### config.mk
export PLATFORM = sky130hd
export DESIGN_NAME = qcr_config_bank
export DESIGN_NICKNAME = d
export VERILOG_FILES = /design/src/design/qcr_chan_regs.v /design/src/design/qcr_config_bank.v
export VERILOG_INCLUDE_DIRS = /design/src /design/src/design
export SDC_FILE = /design/constraint.sdc
export NUM_CORES = 1
export LEC_CHECK = 0
export BUFFER_PORTS_ARGS = -buffer_cell sky130_fd_sc_hd__buf_4
export CORE_ASPECT_RATIO = 0.75
export CORE_MARGIN = 1.5
export CORE_UTILIZATION = 57
export CTS_CLUSTER_DIAMETER = 200
export DETAILED_ROUTE_END_ITERATION = 6
export PLACE_DENSITY = 0.78
export SLEW_MARGIN = 20
export SYNTH_ARGS = -nofsm -noshare
export SYNTH_HDL_FRONTEND = slang
export SYNTH_HIERARCHICAL = 1
export SYNTH_SLANG_ARGS = --single-unit
### constraint.sdc
create_clock -name clk -period 5.1 [get_ports clk]
set_input_delay 1.02 -clock clk [delete_from_list [all_inputs] [get_ports clk]]
set_output_delay 1.02 -clock clk [all_outputs]
set_load 0.05 [all_outputs]
### src/design/qcr_regs.vh
/*
 * Command codes, field positions, reset values and read-back constants for
 * the per-channel codec configuration register bank.
 * Assumes the includer uses the codes and values as 3-, 5-, 8- or 16-bit quantities.
 */
`ifndef QCR_REGS_VH
`define QCR_REGS_VH

// ----------------------------------------------------------------------
// Command codes (bit 0 selects read)
// ----------------------------------------------------------------------
`define QCR_CMD_PIN_DIR 8'h54
`define QCR_CMD_OP_FUNC 8'h60
`define QCR_CMD_INT_MASK 8'h6C
`define QCR_CMD_OP_COND 8'h70
`define QCR_CMD_REVISION 8'h73
`define QCR_CMD_TX_GAIN 8'h80
`define QCR_CMD_RX_GAIN 8'h82
`define QCR_CMD_RD_BIT 0

// ----------------------------------------------------------------------
// Per-channel write selects
// ----------------------------------------------------------------------
`define QCR_SEL_PIN_DIR 3'h0
`define QCR_SEL_OP_FUNC 3'h1
`define QCR_SEL_OP_COND 3'h2
`define QCR_SEL_TX_GAIN 3'h3
`define QCR_SEL_RX_GAIN 3'h4
`define QCR_SEL_NONE 3'h7

// ----------------------------------------------------------------------
// Pin direction / status field positions
// ----------------------------------------------------------------------
`define QCR_PDS_ACTIVE 6
`define QCR_PDS_SYNC_LOST 5
`define QCR_PDS_DIR_W 5

// ----------------------------------------------------------------------
// Operating functions field positions
// ----------------------------------------------------------------------
`define QCR_OF_LINEAR 7
`define QCR_OF_MULAW 6
`define QCR_OF_RX_GAIN_SEL 5
`define QCR_OF_TX_GAIN_SEL 4
`define QCR_OF_TX_EQ_SEL 3
`define QCR_OF_RX_EQ_SEL 2
`define QCR_OF_IMP_SEL 1
`define QCR_OF_BAL_SEL 0

// ----------------------------------------------------------------------
// Operating conditions field positions
// ----------------------------------------------------------------------
`define QCR_OC_TX_CUTOFF 7
`define QCR_OC_RX_CUTOFF 6
`define QCR_OC_HPF_BYPASS 5
`define QCR_OC_RX_LOSS 4
`define QCR_OC_TX_INT_ARM 3
`define QCR_OC_SLOT_LOOP 2
`define QCR_OC_FULL_LOOP 1
`define QCR_OC_TONE 0

// ----------------------------------------------------------------------
// Reset values and default coefficient store
// ----------------------------------------------------------------------
`define QCR_RST_PIN_DIR 5'h00
`define QCR_RST_OP_FUNC 8'h00
`define QCR_RST_INT_MASK 8'hFF
`define QCR_RST_OP_COND 8'h00
`define QCR_RST_TX_GAIN 16'hA9F0
`define QCR_RST_RX_GAIN 16'h23A1
`define QCR_ROM_TX_GAIN 16'hA9F0
`define QCR_ROM_RX_GAIN 16'h23A1
`define QCR_RD_NONE 8'h00

`endif

### src/design/qcr_chan_regs.v
/*
 * One channel's writable configuration: pin directions, operating
 * functions, operating conditions and the two gain coefficients, plus the
 * registered effective values that the signal path consumes.
 * Assumes the parent decodes commands and gates writes by channel enable.
 */
`include "qcr_regs.vh"

module qcr_chan_regs #(
   parameter CTRL_PINS = 5
) (
   // Clock and reset
   input wire clk,
   input wire rst_n,
   // Write request
   input wire wr_en,
   input wire [2:0] wr_sel,
   input wire [15:0] wr_data,
   // Stored registers
   output reg [4:0] pin_dir_q,
   output reg [7:0] op_func_q,
   output reg [7:0] op_cond_q,
   output reg [15:0] tx_gain_prog_q,
   output reg [15:0] rx_gain_prog_q,
   // Effective values
   output reg [15:0] tx_gain_use_q,
   output reg [15:0] rx_gain_use_q,
   output reg balance_on_q
);

   // ----------------------------------------------------------------------
   // Pins that exist in this variant
   // ----------------------------------------------------------------------
   localparam [4:0] DIR_MASK = 5'h1F >> (5 - CTRL_PINS);

   // ----------------------------------------------------------------------
   // Register writes
   // ----------------------------------------------------------------------
   always @(posedge clk or negedge rst_n) begin
      if (!rst_n) begin
         pin_dir_q <= `QCR_RST_PIN_DIR;
         op_func_q <= `QCR_RST_OP_FUNC;
         op_cond_q <= `QCR_RST_OP_COND;
         tx_gain_prog_q <= `QCR_RST_TX_GAIN;
         rx_gain_prog_q <= `QCR_RST_RX_GAIN;
      end else if (wr_en) begin
         case (wr_sel)
            `QCR_SEL_PIN_DIR: begin
               // Status positions dropped, absent pins stay input
               pin_dir_q <= wr_data[4:0] & DIR_MASK;
            end
            `QCR_SEL_OP_FUNC: begin
               op_func_q <= wr_data[7:0];
            end
            `QCR_SEL_OP_COND: begin
               op_cond_q <= wr_data[7:0];
            end
            `QCR_SEL_TX_GAIN: begin
               tx_gain_prog_q <= wr_data;
            end
            `QCR_SEL_RX_GAIN: begin
               rx_gain_prog_q <= wr_data;
            end
            default: begin
               pin_dir_q <= pin_dir_q;
            end
         endcase
      end
   end

   // ----------------------------------------------------------------------
   // Default store versus programmed store, never overwriting either
   // ----------------------------------------------------------------------
   always @(posedge clk or negedge rst_n) begin
      if (!rst_n) begin
         tx_gain_use_q <= `QCR_ROM_TX_GAIN;
         rx_gain_use_q <= `QCR_ROM_RX_GAIN;
         balance_on_q <= 1'b1;
      end else begin
         tx_gain_use_q <= op_func_q[`QCR_OF_TX_GAIN_SEL] ?
                          tx_gain_prog_q : `QCR_ROM_TX_GAIN;
         rx_gain_use_q <= op_func_q[`QCR_OF_RX_GAIN_SEL] ?
                          rx_gain_prog_q : `QCR_ROM_RX_GAIN;
         balance_on_q <= ~op_cond_q[`QCR_OC_RX_CUTOFF];
      end
   end

endmodule // qcr_chan_regs

### src/design/qcr_config_bank.v
/*
 * Four-channel codec configuration and status register bank behind the
 * byte-wide host command port: command decode, per-channel writes gated by
 * channel command enables, read-back, input-change interrupt and revision.
 * Assumes host bytes arrive as one-cycle strobes synchronous to clk and
 * that channel enables, status and real-time bits come from the core.
 */
`include "qcr_regs.vh"

module qcr_config_bank #(
   parameter CHANNELS = 4,
   parameter CTRL_PINS = 5,
   parameter [7:0] REVISION = 8'h01 // Arbitrary value
) (
   // Clock and reset
   input wire clk,
   input wire rst_n,
   // Host command port
   input wire cmd_strobe,
   input wire data_strobe,
   input wire [7:0] host_byte,
   output reg rd_valid_q,
   output reg [7:0] rd_byte_q,
   // Channel state from the core
   input wire [CHANNELS-1:0] channel_command_enable,
   input wire [CHANNELS-1:0] channel_active_flag,
   input wire clock_sync_lost_flag,
   // Real-time inputs and interrupt
   input wire [2*CHANNELS-1:0] realtime_input_bit,
   input wire int_clear,
   output reg int_out_n_q,
   output reg [2*CHANNELS-1:0] input_change_mask_q,
   // Control pin directions, five per channel
   output wire [5*CHANNELS-1:0] pin_direction,
   // Operating functions, per channel
   output wire [CHANNELS-1:0] coding_linear,
   output wire [CHANNELS-1:0] coding_mulaw,
   output wire [CHANNELS-1:0] rx_gain_filter_select,
   output wire [CHANNELS-1:0] tx_gain_filter_select,
   output wire [CHANNELS-1:0] tx_equalizer_select,
   output wire [CHANNELS-1:0] rx_equalizer_select,
   output wire [CHANNELS-1:0] impedance_filter_select,
   output wire [CHANNELS-1:0] balance_filter_select,
   // Operating conditions, per channel
   output wire [CHANNELS-1:0] tx_path_cutoff,
   output wire [CHANNELS-1:0] rx_path_cutoff,
   output wire [CHANNELS-1:0] balance_filter_on,
   output wire [CHANNELS-1:0] tx_highpass_bypass,
   output wire [CHANNELS-1:0] rx_loss_insert,
   output wire [CHANNELS-1:0] tx_interrupt_arm,
   output wire [CHANNELS-1:0] slot_interface_loopback,
   output wire [CHANNELS-1:0] full_digital_loopback,
   output wire [CHANNELS-1:0] test_tone_enable,
   // Effective gain coefficients, sixteen bits per channel
   output wire [16*CHANNELS-1:0] transmit_gain_filter,
   output wire [16*CHANNELS-1:0] receive_gain_filter
);

   // ----------------------------------------------------------------------
   // Declarations
   // ----------------------------------------------------------------------
   reg [7:0] cmd_q;
   reg cmd_live_q;
   reg [1:0] byte_idx_q;
   reg [7:0] stage_q;
   reg [CHANNELS-1:0] chan_en_q;
   reg [2*CHANNELS-1:0] rt_prev_q;
   reg int_pend_q;
   reg int_pend_d;
   reg [2:0] wr_sel;
   reg [15:0] wr_data;
   reg wr_go;
   reg [15:0] rd_word;
   reg rd_wide;
   reg [7:0] rd_pick;
   wire [7:0] cmd_base;
   wire cmd_is_rd;
   wire [5*CHANNELS-1:0] pin_dir_all;
   wire [8*CHANNELS-1:0] op_func_all;
   wire [8*CHANNELS-1:0] op_cond_all;
   wire [16*CHANNELS-1:0] tx_prog_all;
   wire [16*CHANNELS-1:0] rx_prog_all;
   wire [2*CHANNELS-1:0] rt_change;
   integer rd_ch;
   genvar gi;

   // ----------------------------------------------------------------------
   // Helpers
   // ----------------------------------------------------------------------
   // Lowest enabled channel, or CHANNELS when none
   function integer first_enabled;
      input [CHANNELS-1:0] en;
      integer k;
      begin
         first_enabled = CHANNELS;
         for (k = CHANNELS - 1; k >= 0; k = k - 1) begin
            if (en[k]) begin
               first_enabled = k;
            end
         end
      end
   endfunction

   // Command with the read bit cleared
   function [7:0] base_of;
      input [7:0] cmd;
      begin
         base_of = {cmd[7:1], 1'b0};
      end
   endfunction

   assign cmd_base = base_of(cmd_q);
   assign cmd_is_rd = cmd_q[`QCR_CMD_RD_BIT];

   // ----------------------------------------------------------------------
   // Command capture and byte counting
   // ----------------------------------------------------------------------
   always @(posedge clk or negedge rst_n) begin
      if (!rst_n) begin
         cmd_q <= 8'h00;
         cmd_live_q <= 1'b0;
         byte_idx_q <= 2'h0;
         stage_q <= 8'h00;
         chan_en_q <= {CHANNELS{1'b0}};
      end else if (cmd_strobe) begin
         cmd_q <= host_byte;
         cmd_live_q <= 1'b1;
         byte_idx_q <= 2'h0;
         chan_en_q <= channel_command_enable;
      end else if (data_strobe && cmd_live_q) begin
         if (byte_idx_q == 2'h0) begin
            stage_q <= host_byte;
         end
         if (byte_idx_q != 2'h3) begin
            byte_idx_q <= byte_idx_q + 2'h1;
         end
      end
   end

   // ----------------------------------------------------------------------
   // Write decode
   // ----------------------------------------------------------------------
   always @* begin
      wr_sel = `QCR_SEL_NONE;
      wr_data = {8'h00, host_byte};
      wr_go = 1'b0;
      if (data_strobe && cmd_live_q && !cmd_is_rd && !cmd_strobe) begin
         case (cmd_base)
            `QCR_CMD_PIN_DIR: begin
               wr_sel = `QCR_SEL_PIN_DIR;
               wr_go = (byte_idx_q == 2'h0);
            end
            `QCR_CMD_OP_FUNC: begin
               wr_sel = `QCR_SEL_OP_FUNC;
               wr_go = (byte_idx_q == 2'h0);
            end
            `QCR_CMD_OP_COND: begin
               wr_sel = `QCR_SEL_OP_COND;
               wr_go = (byte_idx_q == 2'h0);
            end
            `QCR_CMD_TX_GAIN: begin
               // High byte first, committed whole on the second
               wr_sel = `QCR_SEL_TX_GAIN;
               wr_data = {stage_q, host_byte};
               wr_go = (byte_idx_q == 2'h1);
            end
            `QCR_CMD_RX_GAIN: begin
               wr_sel = `QCR_SEL_RX_GAIN;
               wr_data = {stage_q, host_byte};
               wr_go = (byte_idx_q == 2'h1);
            end
            default: begin
               wr_go = 1'b0;
            end
         endcase
      end
   end

   // ----------------------------------------------------------------------
   // Interrupt mask register, independent of channel enables
   // ----------------------------------------------------------------------
   always @(posedge clk or negedge rst_n) begin
      if (!rst_n) begin
         input_change_mask_q <= {2*CHANNELS{1'b1}};
      end else if (data_strobe && cmd_live_q && !cmd_is_rd && !cmd_strobe &&
                   cmd_base == `QCR_CMD_INT_MASK &&
                   byte_idx_q == 2'h0) begin
         input_change_mask_q <= host_byte[2*CHANNELS-1:0];
      end
   end

   // ----------------------------------------------------------------------
   // Per-channel register sets
   // ----------------------------------------------------------------------
   generate
      for (gi = 0; gi < CHANNELS; gi = gi + 1) begin : g_chan
         qcr_chan_regs #(
            .CTRL_PINS(CTRL_PINS)
         ) u_chan (
            .clk(clk),
            .rst_n(rst_n),
            .wr_en(wr_go & chan_en_q[gi]),
            .wr_sel(wr_sel),
            .wr_data(wr_data),
            .pin_dir_q(pin_dir_all[5*gi +: 5]),
            .op_func_q(op_func_all[8*gi +: 8]),
            .op_cond_q(op_cond_all[8*gi +: 8]),
            .tx_gain_prog_q(tx_prog_all[16*gi +: 16]),
            .rx_gain_prog_q(rx_prog_all[16*gi +: 16]),
            .tx_gain_use_q(transmit_gain_filter[16*gi +: 16]),
            .rx_gain_use_q(receive_gain_filter[16*gi +: 16]),
            .balance_on_q(balance_filter_on[gi])
         );
         assign pin_direction[5*gi +: 5] = pin_dir_all[5*gi +: 5];
         assign coding_linear[gi] = op_func_all[8*gi+`QCR_OF_LINEAR];
         assign coding_mulaw[gi] = op_func_all[8*gi+`QCR_OF_MULAW];
         assign rx_gain_filter_select[gi] =
            op_func_all[8*gi+`QCR_OF_RX_GAIN_SEL];
         assign tx_gain_filter_select[gi] =
            op_func_all[8*gi+`QCR_OF_TX_GAIN_SEL];
         assign tx_equalizer_select[gi] =
            op_func_all[8*gi+`QCR_OF_TX_EQ_SEL];
         assign rx_equalizer_select[gi] =
            op_func_all[8*gi+`QCR_OF_RX_EQ_SEL];
         assign impedance_filter_select[gi] =
            op_func_all[8*gi+`QCR_OF_IMP_SEL];
         assign balance_filter_select[gi] =
            op_func_all[8*gi+`QCR_OF_BAL_SEL];
         assign tx_path_cutoff[gi] = op_cond_all[8*gi+`QCR_OC_TX_CUTOFF];
         assign rx_path_cutoff[gi] = op_cond_all[8*gi+`QCR_OC_RX_CUTOFF];
         assign tx_highpass_bypass[gi] =
            op_cond_all[8*gi+`QCR_OC_HPF_BYPASS];
         assign rx_loss_insert[gi] = op_cond_all[8*gi+`QCR_OC_RX_LOSS];
         assign tx_interrupt_arm[gi] =
            op_cond_all[8*gi+`QCR_OC_TX_INT_ARM];
         assign slot_interface_loopback[gi] =
            op_cond_all[8*gi+`QCR_OC_SLOT_LOOP];
         assign full_digital_loopback[gi] =
            op_cond_all[8*gi+`QCR_OC_FULL_LOOP];
         assign test_tone_enable[gi] = op_cond_all[8*gi+`QCR_OC_TONE];
      end
   endgenerate

   // ----------------------------------------------------------------------
   // Read-back selection
   // ----------------------------------------------------------------------
   always @* begin
      rd_ch = first_enabled(chan_en_q);
      rd_word = 16'h0000;
      rd_wide = 1'b0;
      case (cmd_base)
         `QCR_CMD_PIN_DIR: begin
            // Live status; sync-lost shows even with no channel enabled
            rd_word[`QCR_PDS_SYNC_LOST] = clock_sync_lost_flag;
            if (rd_ch < CHANNELS) begin
               rd_word[`QCR_PDS_ACTIVE] =
                  channel_active_flag[rd_ch];
               rd_word[`QCR_PDS_DIR_W-1:0] = pin_dir_all[5*rd_ch +: 5];
            end
         end
         `QCR_CMD_OP_FUNC: begin
            if (rd_ch < CHANNELS) begin
               rd_word[7:0] = op_func_all[8*rd_ch +: 8];
            end
         end
         `QCR_CMD_OP_COND: begin
            if (rd_ch < CHANNELS) begin
               rd_word[7:0] = op_cond_all[8*rd_ch +: 8];
            end
         end
         `QCR_CMD_INT_MASK: begin
            rd_word[2*CHANNELS-1:0] = input_change_mask_q;
         end
         base_of(`QCR_CMD_REVISION): begin
            rd_word[7:0] = REVISION;
         end
         `QCR_CMD_TX_GAIN: begin
            rd_wide = 1'b1;
            if (rd_ch < CHANNELS) begin
               rd_word = tx_prog_all[16*rd_ch +: 16];
            end
         end
         `QCR_CMD_RX_GAIN: begin
            rd_wide = 1'b1;
            if (rd_ch < CHANNELS) begin
               rd_word = rx_prog_all[16*rd_ch +: 16];
            end
         end
         default: begin
            rd_wide = 1'b0;
         end
      endcase
      if (rd_wide) begin
         rd_pick = (byte_idx_q == 2'h0) ? rd_word[15:8] :
                   (byte_idx_q == 2'h1) ? rd_word[7:0] : `QCR_RD_NONE;
      end else begin
         rd_pick = (byte_idx_q == 2'h0) ? rd_word[7:0] : `QCR_RD_NONE;
      end
   end

   // ----------------------------------------------------------------------
   // Read data out, one byte per data strobe
   // ----------------------------------------------------------------------
   always @(posedge clk or negedge rst_n) begin
      if (!rst_n) begin
         rd_valid_q <= 1'b0;
         rd_byte_q <= 8'h00;
      end else begin
         rd_valid_q <= data_strobe && cmd_live_q && cmd_is_rd && !cmd_strobe;
         if (data_strobe && cmd_live_q && cmd_is_rd && !cmd_strobe) begin
            rd_byte_q <= rd_pick;
         end
      end
   end

   // ----------------------------------------------------------------------
   // Input-change interrupt, set wins over clear
   // ----------------------------------------------------------------------
   assign rt_change = (realtime_input_bit ^ rt_prev_q) &
                      ~input_change_mask_q;

   always @* begin
      int_pend_d = int_pend_q;
      if (int_clear) begin
         int_pend_d = 1'b0;
      end
      if (|rt_change) begin
         int_pend_d = 1'b1;
      end
   end

   always @(posedge clk or negedge rst_n) begin
      if (!rst_n) begin
         rt_prev_q <= {2*CHANNELS{1'b0}};
         int_pend_q <= 1'b0;
         int_out_n_q <= 1'b1;
      end else begin
         rt_prev_q <= realtime_input_bit;
         int_pend_q <= int_pend_d;
         int_out_n_q <= ~int_pend_d;
      end
   end

endmodule // qcr_config_bank

## After elaboration in Yosys (flattened, before gate mapping)

Index checks and enable logic that the tools add are counted.

| operators by class | value |
|---|---|
| bitwise gates (word level) | 13 |
| equal/unequal tests | 13 |
| $add $sub $neg | 1 |
| shift operators | 5 |
| reduce and logical (&&, ||, !) cells | 38 |
| multipliers | 1 |
| magnitude comparators | 2 |
| muxes and demuxes | 40 |

Operators by type and width:

| cell | number |
|---|---|
| two-way mux 16 bit | 12 |
| indexed part select 64 x 32 -> 16 bit | 2 |
| two-way mux 32 bit | 3 |
| less-than comparator 32 x 4 -> 1 bit, second input constant | 2 |
| indexed part select 32 x 32 -> 8 bit | 2 |
| one-hot mux 7 bit (7 select lines) | 1 |
| two-way mux 8 bit | 6 |
| AND reduction 2 bit | 21 |
| == test 7 x 6 -> 1 bit, second input constant | 5 |
| multiplier 4 x 32 -> 32 bit, first input constant | 1 |
| indexed part select 20 x 32 -> 5 bit | 1 |
| one-hot mux 8 bit (2 select lines) | 1 |
| one-hot mux 3 bit (5 select lines) | 1 |
| == test 7 bit, second input constant | 2 |
| bitwise AND 8 bit | 1 |
| inverter 8 bit | 1 |
| OR reduction 8 bit | 1 |
| XOR 8 bit | 1 |
| logical AND 1 bit | 7 |
| two-way mux 1 bit | 7 |
| == test 3 x 2 -> 1 bit, second input constant | 2 |
| two-way mux 2 bit | 3 |
| two-way mux 3 bit | 2 |
| inverter 1 bit | 6 |
| other kinds (17) | 22 |

| storage, ports and cells | value |
|---|---|
| logic and storage cells | 156 |
| output and inout bits | 234 |
| register bits | 394 |

## Longest topological paths before layout

| logic depth | value |
|---|---|
| depth after elaboration | 12 |
| mapped depth | 16 |
| mapped depth without buffers | 12 |

## Modules after synthesis

The synthesis kept the hierarchy.

Modules (own cells, without submodules):

| module | area an instance (um2) | cells each | seq. area each (um2) | instances |
|---|---|---|---|---|
| qcr_chan_regs | 3,160.5 | 184 | 2,188.3 | 4 |
| qcr_config_bank | 4,825.9 | 591 | 1,262.5 | 1 |

## Worst setup path after synthesis

OpenSTA, ideal clock, no wires.

| timing path | value |
|---|---|
| kind | input to register |
| from | input port cmd_strobe |
| to | register g_chan[0].u_chan.rx_gain_prog_q[10] |
| setup slack | 1,194 ps |
| setup time | 125 ps |
| required time | 4,975 ps |
| arrival | 3,781 ps |
| buffers on the path | 3 |
| stages | 8 |
| cell sequence | clkbuf_1 -> or3_1 -> a311oi_1 -> o21ai_0 -> and4bb_1 -> buf_6 -> buf_12 -> mux2_4 |

| between the ends | value |
|---|---|
| word-level cells in the longest chain between the ends | 5 |
| elaborated cells on any way between the ends | 8 |

RTL lines:

| element | RTL line | source |
|---|---|---|
| start, declared | qcr_config_bank.v:19 | `input wire cmd_strobe,` |
| zero test 1 bit | qcr_config_bank.v:147 | `if (data_strobe && cmd_live_q && !cmd_is_rd && !cmd_strobe) begin` |
| logical AND 1 bit | qcr_config_bank.v:147 |  |
| two-way mux 3 bit | qcr_config_bank.v:147 |  |
| net wr_sel[0] | qcr_config_bank.v:70 | `reg [2:0] wr_sel;` |
| == test 3 bit | qcr_chan_regs.v:47 | `case (wr_sel)` |
| AND reduction 2 bit (no line) | -- |  |
| end signal, assigned | qcr_chan_regs.v:45 | `` rx_gain_prog_q <= `QCR_RST_RX_GAIN; `` |
| end signal, assigned | qcr_chan_regs.v:62 | `rx_gain_prog_q <= wr_data;` |
| end, declared | qcr_chan_regs.v:24 | `output reg [15:0] rx_gain_prog_q,` |

The timed path passes the listed nets, and every way through them passes these cells.
A chain may end at the register's enable or synchronous reset.

## Worst setup path in the final report

| timing path | value |
|---|---|
| from | register cmd_q[1] |
| to | register g_chan[2].u_chan.rx_gain_prog_q[15] |

| between the ends | value |
|---|---|
| elaborated cells on any way between the ends | 16 |

RTL lines:

| element | RTL line | source |
|---|---|---|
| start, declared | qcr_config_bank.v:62 | `reg [7:0] cmd_q;` |
| start signal, assigned | qcr_config_bank.v:126 | `cmd_q <= host_byte;` |
| == test 7 bit or == test 7 x 6 -> 1 bit (tied branches) | qcr_config_bank.v:148 | `case (cmd_base)` |
| one-hot mux 3 bit (5 select lines) * | qcr_config_bank.v:148 |  |
| two-way mux 3 bit * | qcr_config_bank.v:147 |  |
| net wr_sel[0] | qcr_config_bank.v:70 |  |
| == test 3 bit * | qcr_chan_regs.v:47 |  |
| AND reduction 2 bit (no line) * | -- |  |
| end signal, assigned | qcr_chan_regs.v:45 |  |
| end signal, assigned | qcr_chan_regs.v:62 |  |
| end, declared | qcr_chan_regs.v:24 |  |

The timed path passes the listed nets; every way through them passes the cells marked *.

==> impl_metrics.toml <==
[finish]
nets = 1630
n_antenna_cell = 0
areaGrowthSynthToFinish_pct = 20.4
design_area_sq_um = 21000
utilization_pct = 69.8
drive_above_1_share_pct = 47.1

[logic_synthesis]
netlist_area_sq_um = 17500
synth_nets = 1363
yosys-top-cells-count = "dfrtp_1 (269), mux2_2 (209), nand2_1 (126), dfstp_2 (125), and2_1 (86)"
netlist-cell-type-count = 65
synth_ff_type = "dfrtp_1"
synth_seq_cells = 394
synth_top_area_share_pct = 38.5
syn_avg_cell_area_sq_um = 13.2
syn_inst = 1327
synth-edff-count = 0
synth.most_common_cell = "dfrtp_1"
yosys-top-cells-area = "dfrtp_1 (39%), dfstp_2 (19%), mux2_2 (13%)"
seq_area_frac_synth_pct = 57.3
yosys.area.top_type = "dfrtp_1"
ys_warn_count = 6
synth-async-reset-ratio_pct = 100

[place]
gp_congestion = 0.963
dp_hpwl_microns = 35300
placed_area_sq_um = 19800
io_buffers = 263

[timing]
post-route-min-period_ps = 3660
max_slew.worst_pin.slew_ps = 1080
finalSetupViolations = 0
fmax_mhz = 273
drv_slew = 0
rsz0062_at_grt = "no"
fin_skew_ps = 26.4
finalSetupTns_ps = 0
fin_crit_sh_pct = 71.8
relSlewSlack_pct = 27.8
final_hold_viol_count = 0

[floorplan]
row_count = 55
dieWidth_microns = 205
start_util_pct = 58.0
boundaryPins = 264
die_h_microns = 155
core_region_area_sq_um = 30100
die-area_sq_um = 31700

[grt]
grt_max_degree = 110
antenna_found_initial = 2
gr-usage-all-layers_pct = 33.2
grt_pass1_wl_microns = 78200
grt_pass1_vias = 12300
overflow = 0

[routing]
drc = 0
drt_iter0_markers = 1210
vias = 12500
finalWirelength_microns = 52200
drtAntennaViolNets = 0
wire_per_inst_microns = 25.8
viasPerCell = 6.16
dr.pass1.iters = 5

[cts]
clkLatencyLatePin_ps = 560
clk_pin_slew_ps = 70
cts_tree = "built"
clockBufferDepth = 3
cts_hold_buf = 0
ctsHtreeMaxLevel = 2
ctsResizeCount = 0
numCtsBuffers = 38
cts-root-buf = "clkbuf_16"
post_cts_buffers = 0
cts_num_sinks = 394

[power_and_ir_drop]
p_total_mw = 6.53
leakage_nw = 9.85
vdd_drop_max_mv = 0.251
power_density_nw_per_um2 = 310

[critical_path]
startpoint_type = "register"
cp_data_required_time_ps = 5530
worstSetupPathType = "reg -> reg"
path_max_fanout = 16
reg2reg_depth = 6
end_kind = "register"
arrival_ps = 4090

[worst_hold_path]
hp-class = "reg -> reg"
hold_path_depth = 1

[job]
maxCapViolCount = 0

[status]
status = "finished clean"
## state kept, by name, indices dropped and copies added (netlist names)
signal	cells
rd_byte_q	8
cmd_live_q	1
g_chan.u_chan/op_func_q	32
byte_idx_q	2
int_pend_q	1
g_chan.u_chan/balance_on_q	4
cmd_q	8
chan_en_q	4
g_chan.u_chan/tx_gain_use_q	64
rt_prev_q	8
input_change_mask_q	8
stage_q	8
rd_valid_q	1
g_chan.u_chan/rx_gain_use_q	64
g_chan.u_chan/op_cond_q	32
g_chan.u_chan/tx_gain_prog_q	64
g_chan.u_chan/pin_dir_q	20
g_chan.u_chan/rx_gain_prog_q	64
int_out_n_q	1
## path summary, 6_finish.rpt
path / from / to / slack, ps
max: cmd_q[1] / g_chan[2].u_chan/rx_gain_prog_q[15] / 1440
min: g_chan[2].u_chan/op_cond_q[6] / g_chan[2].u_chan/balance_on_q / 470
max in group asynchronous: rst_n / rt_prev_q[1] / 3400
max reg2reg: cmd_q[1] / g_chan[2].u_chan/rx_gain_prog_q[15] / 1440
min reg2reg: g_chan[2].u_chan/op_cond_q[6] / g_chan[2].u_chan/balance_on_q / 470
min in group asynchronous: rst_n / g_chan[0].u_chan/rx_gain_use_q[14] / 530
## stage by stage
stage | setup slack, ps | cells | hold WS [ps]
3_5_place_dp | 1090 | 1953 | 450
6_report | 1440 | 2023 | 472
2_1_floorplan | 1190 | 1327 | 437
3_3_place_gp | 1130 | 1953 | 440
4_1_cts | 1530 | 2023 | 470
5_1_grt | 1140 | 2023 | 497
## cells in the final DEF, fill, tap and decap left out, drive strengths merged, types with 4 or more instances in the layout
cell / n
mux2i: 30
nand4b: 6
inv: 19
xnor2: 9
dfstp: 125
dfrtp: 269
clkinv: 9
o311ai: 4
and2: 86
nand2b: 59
buf: 297
a31oi: 25
ha: 6
nand3: 32
and3: 9
a311oi: 6
nor4bb: 7
mux4: 17
a21oi: 24
nand4: 4
nor2: 34
o221ai: 10
o21ai: 16
mux2: 249
nor4b: 4
clkbuf: 60
and4bb: 8
o22ai: 10
nor3: 10
nand2: 126
o211ai: 10
## logic make-up after synthesis
kind of cell               Yosys count  share of synthesized area [%]
and+or+nand+nor                    402                           13.0
DFF                                394                           57.3
muxes                              296                           20.8
AOI/OAI and AO/OA                  130                           5.06
buffers and inverters               90                           2.91
xor gates and xnor gates             9                          0.451
adders and majority gates            6                          0.430
## critical path, cell delays in order, from the launching register on
cell and delay [ps]:
dfrtp_1 440, nor4bb_1 450, nand3_1 350, a311oi_1 420, o21ai_1 360, and4bb_1 1100, mux2_2 420
## power breakdown
group / internal (mW) / switching [mW]
Sequential: 3.17 / 0.0397
Combinational: 0.162 / 0.373
Clock: 1.57 / 1.20
Total: 4.91 / 1.62
## cell type report
| class | instances | area (sq um) |
|---|---|---|
| Tap cell | 399 | 499 |
| Sequential cell | 394 | 10000 |
| Inverter | 20 | 75.1 |
| Multi-Input combinational cell | 843 | 6960 |
| Clock inverter | 10 | 96.3 |
| Clock buffer | 60 | 1120 |
| Timing Repair Buffer | 297 | 2260 |
| Fill cell | 2144 | 9110 |
## routing by layer
layer  global-route usage [%]  share of wire [%]  vias up
met2                     46.6                 43      684
li1                         -                  -     5237
met5                        0                  0        -
met1                     52.5                 46     6458
met3                     6.76                9.7       82
met4                     8.27                1.9        0
Power figures use the tool's default switching activity.
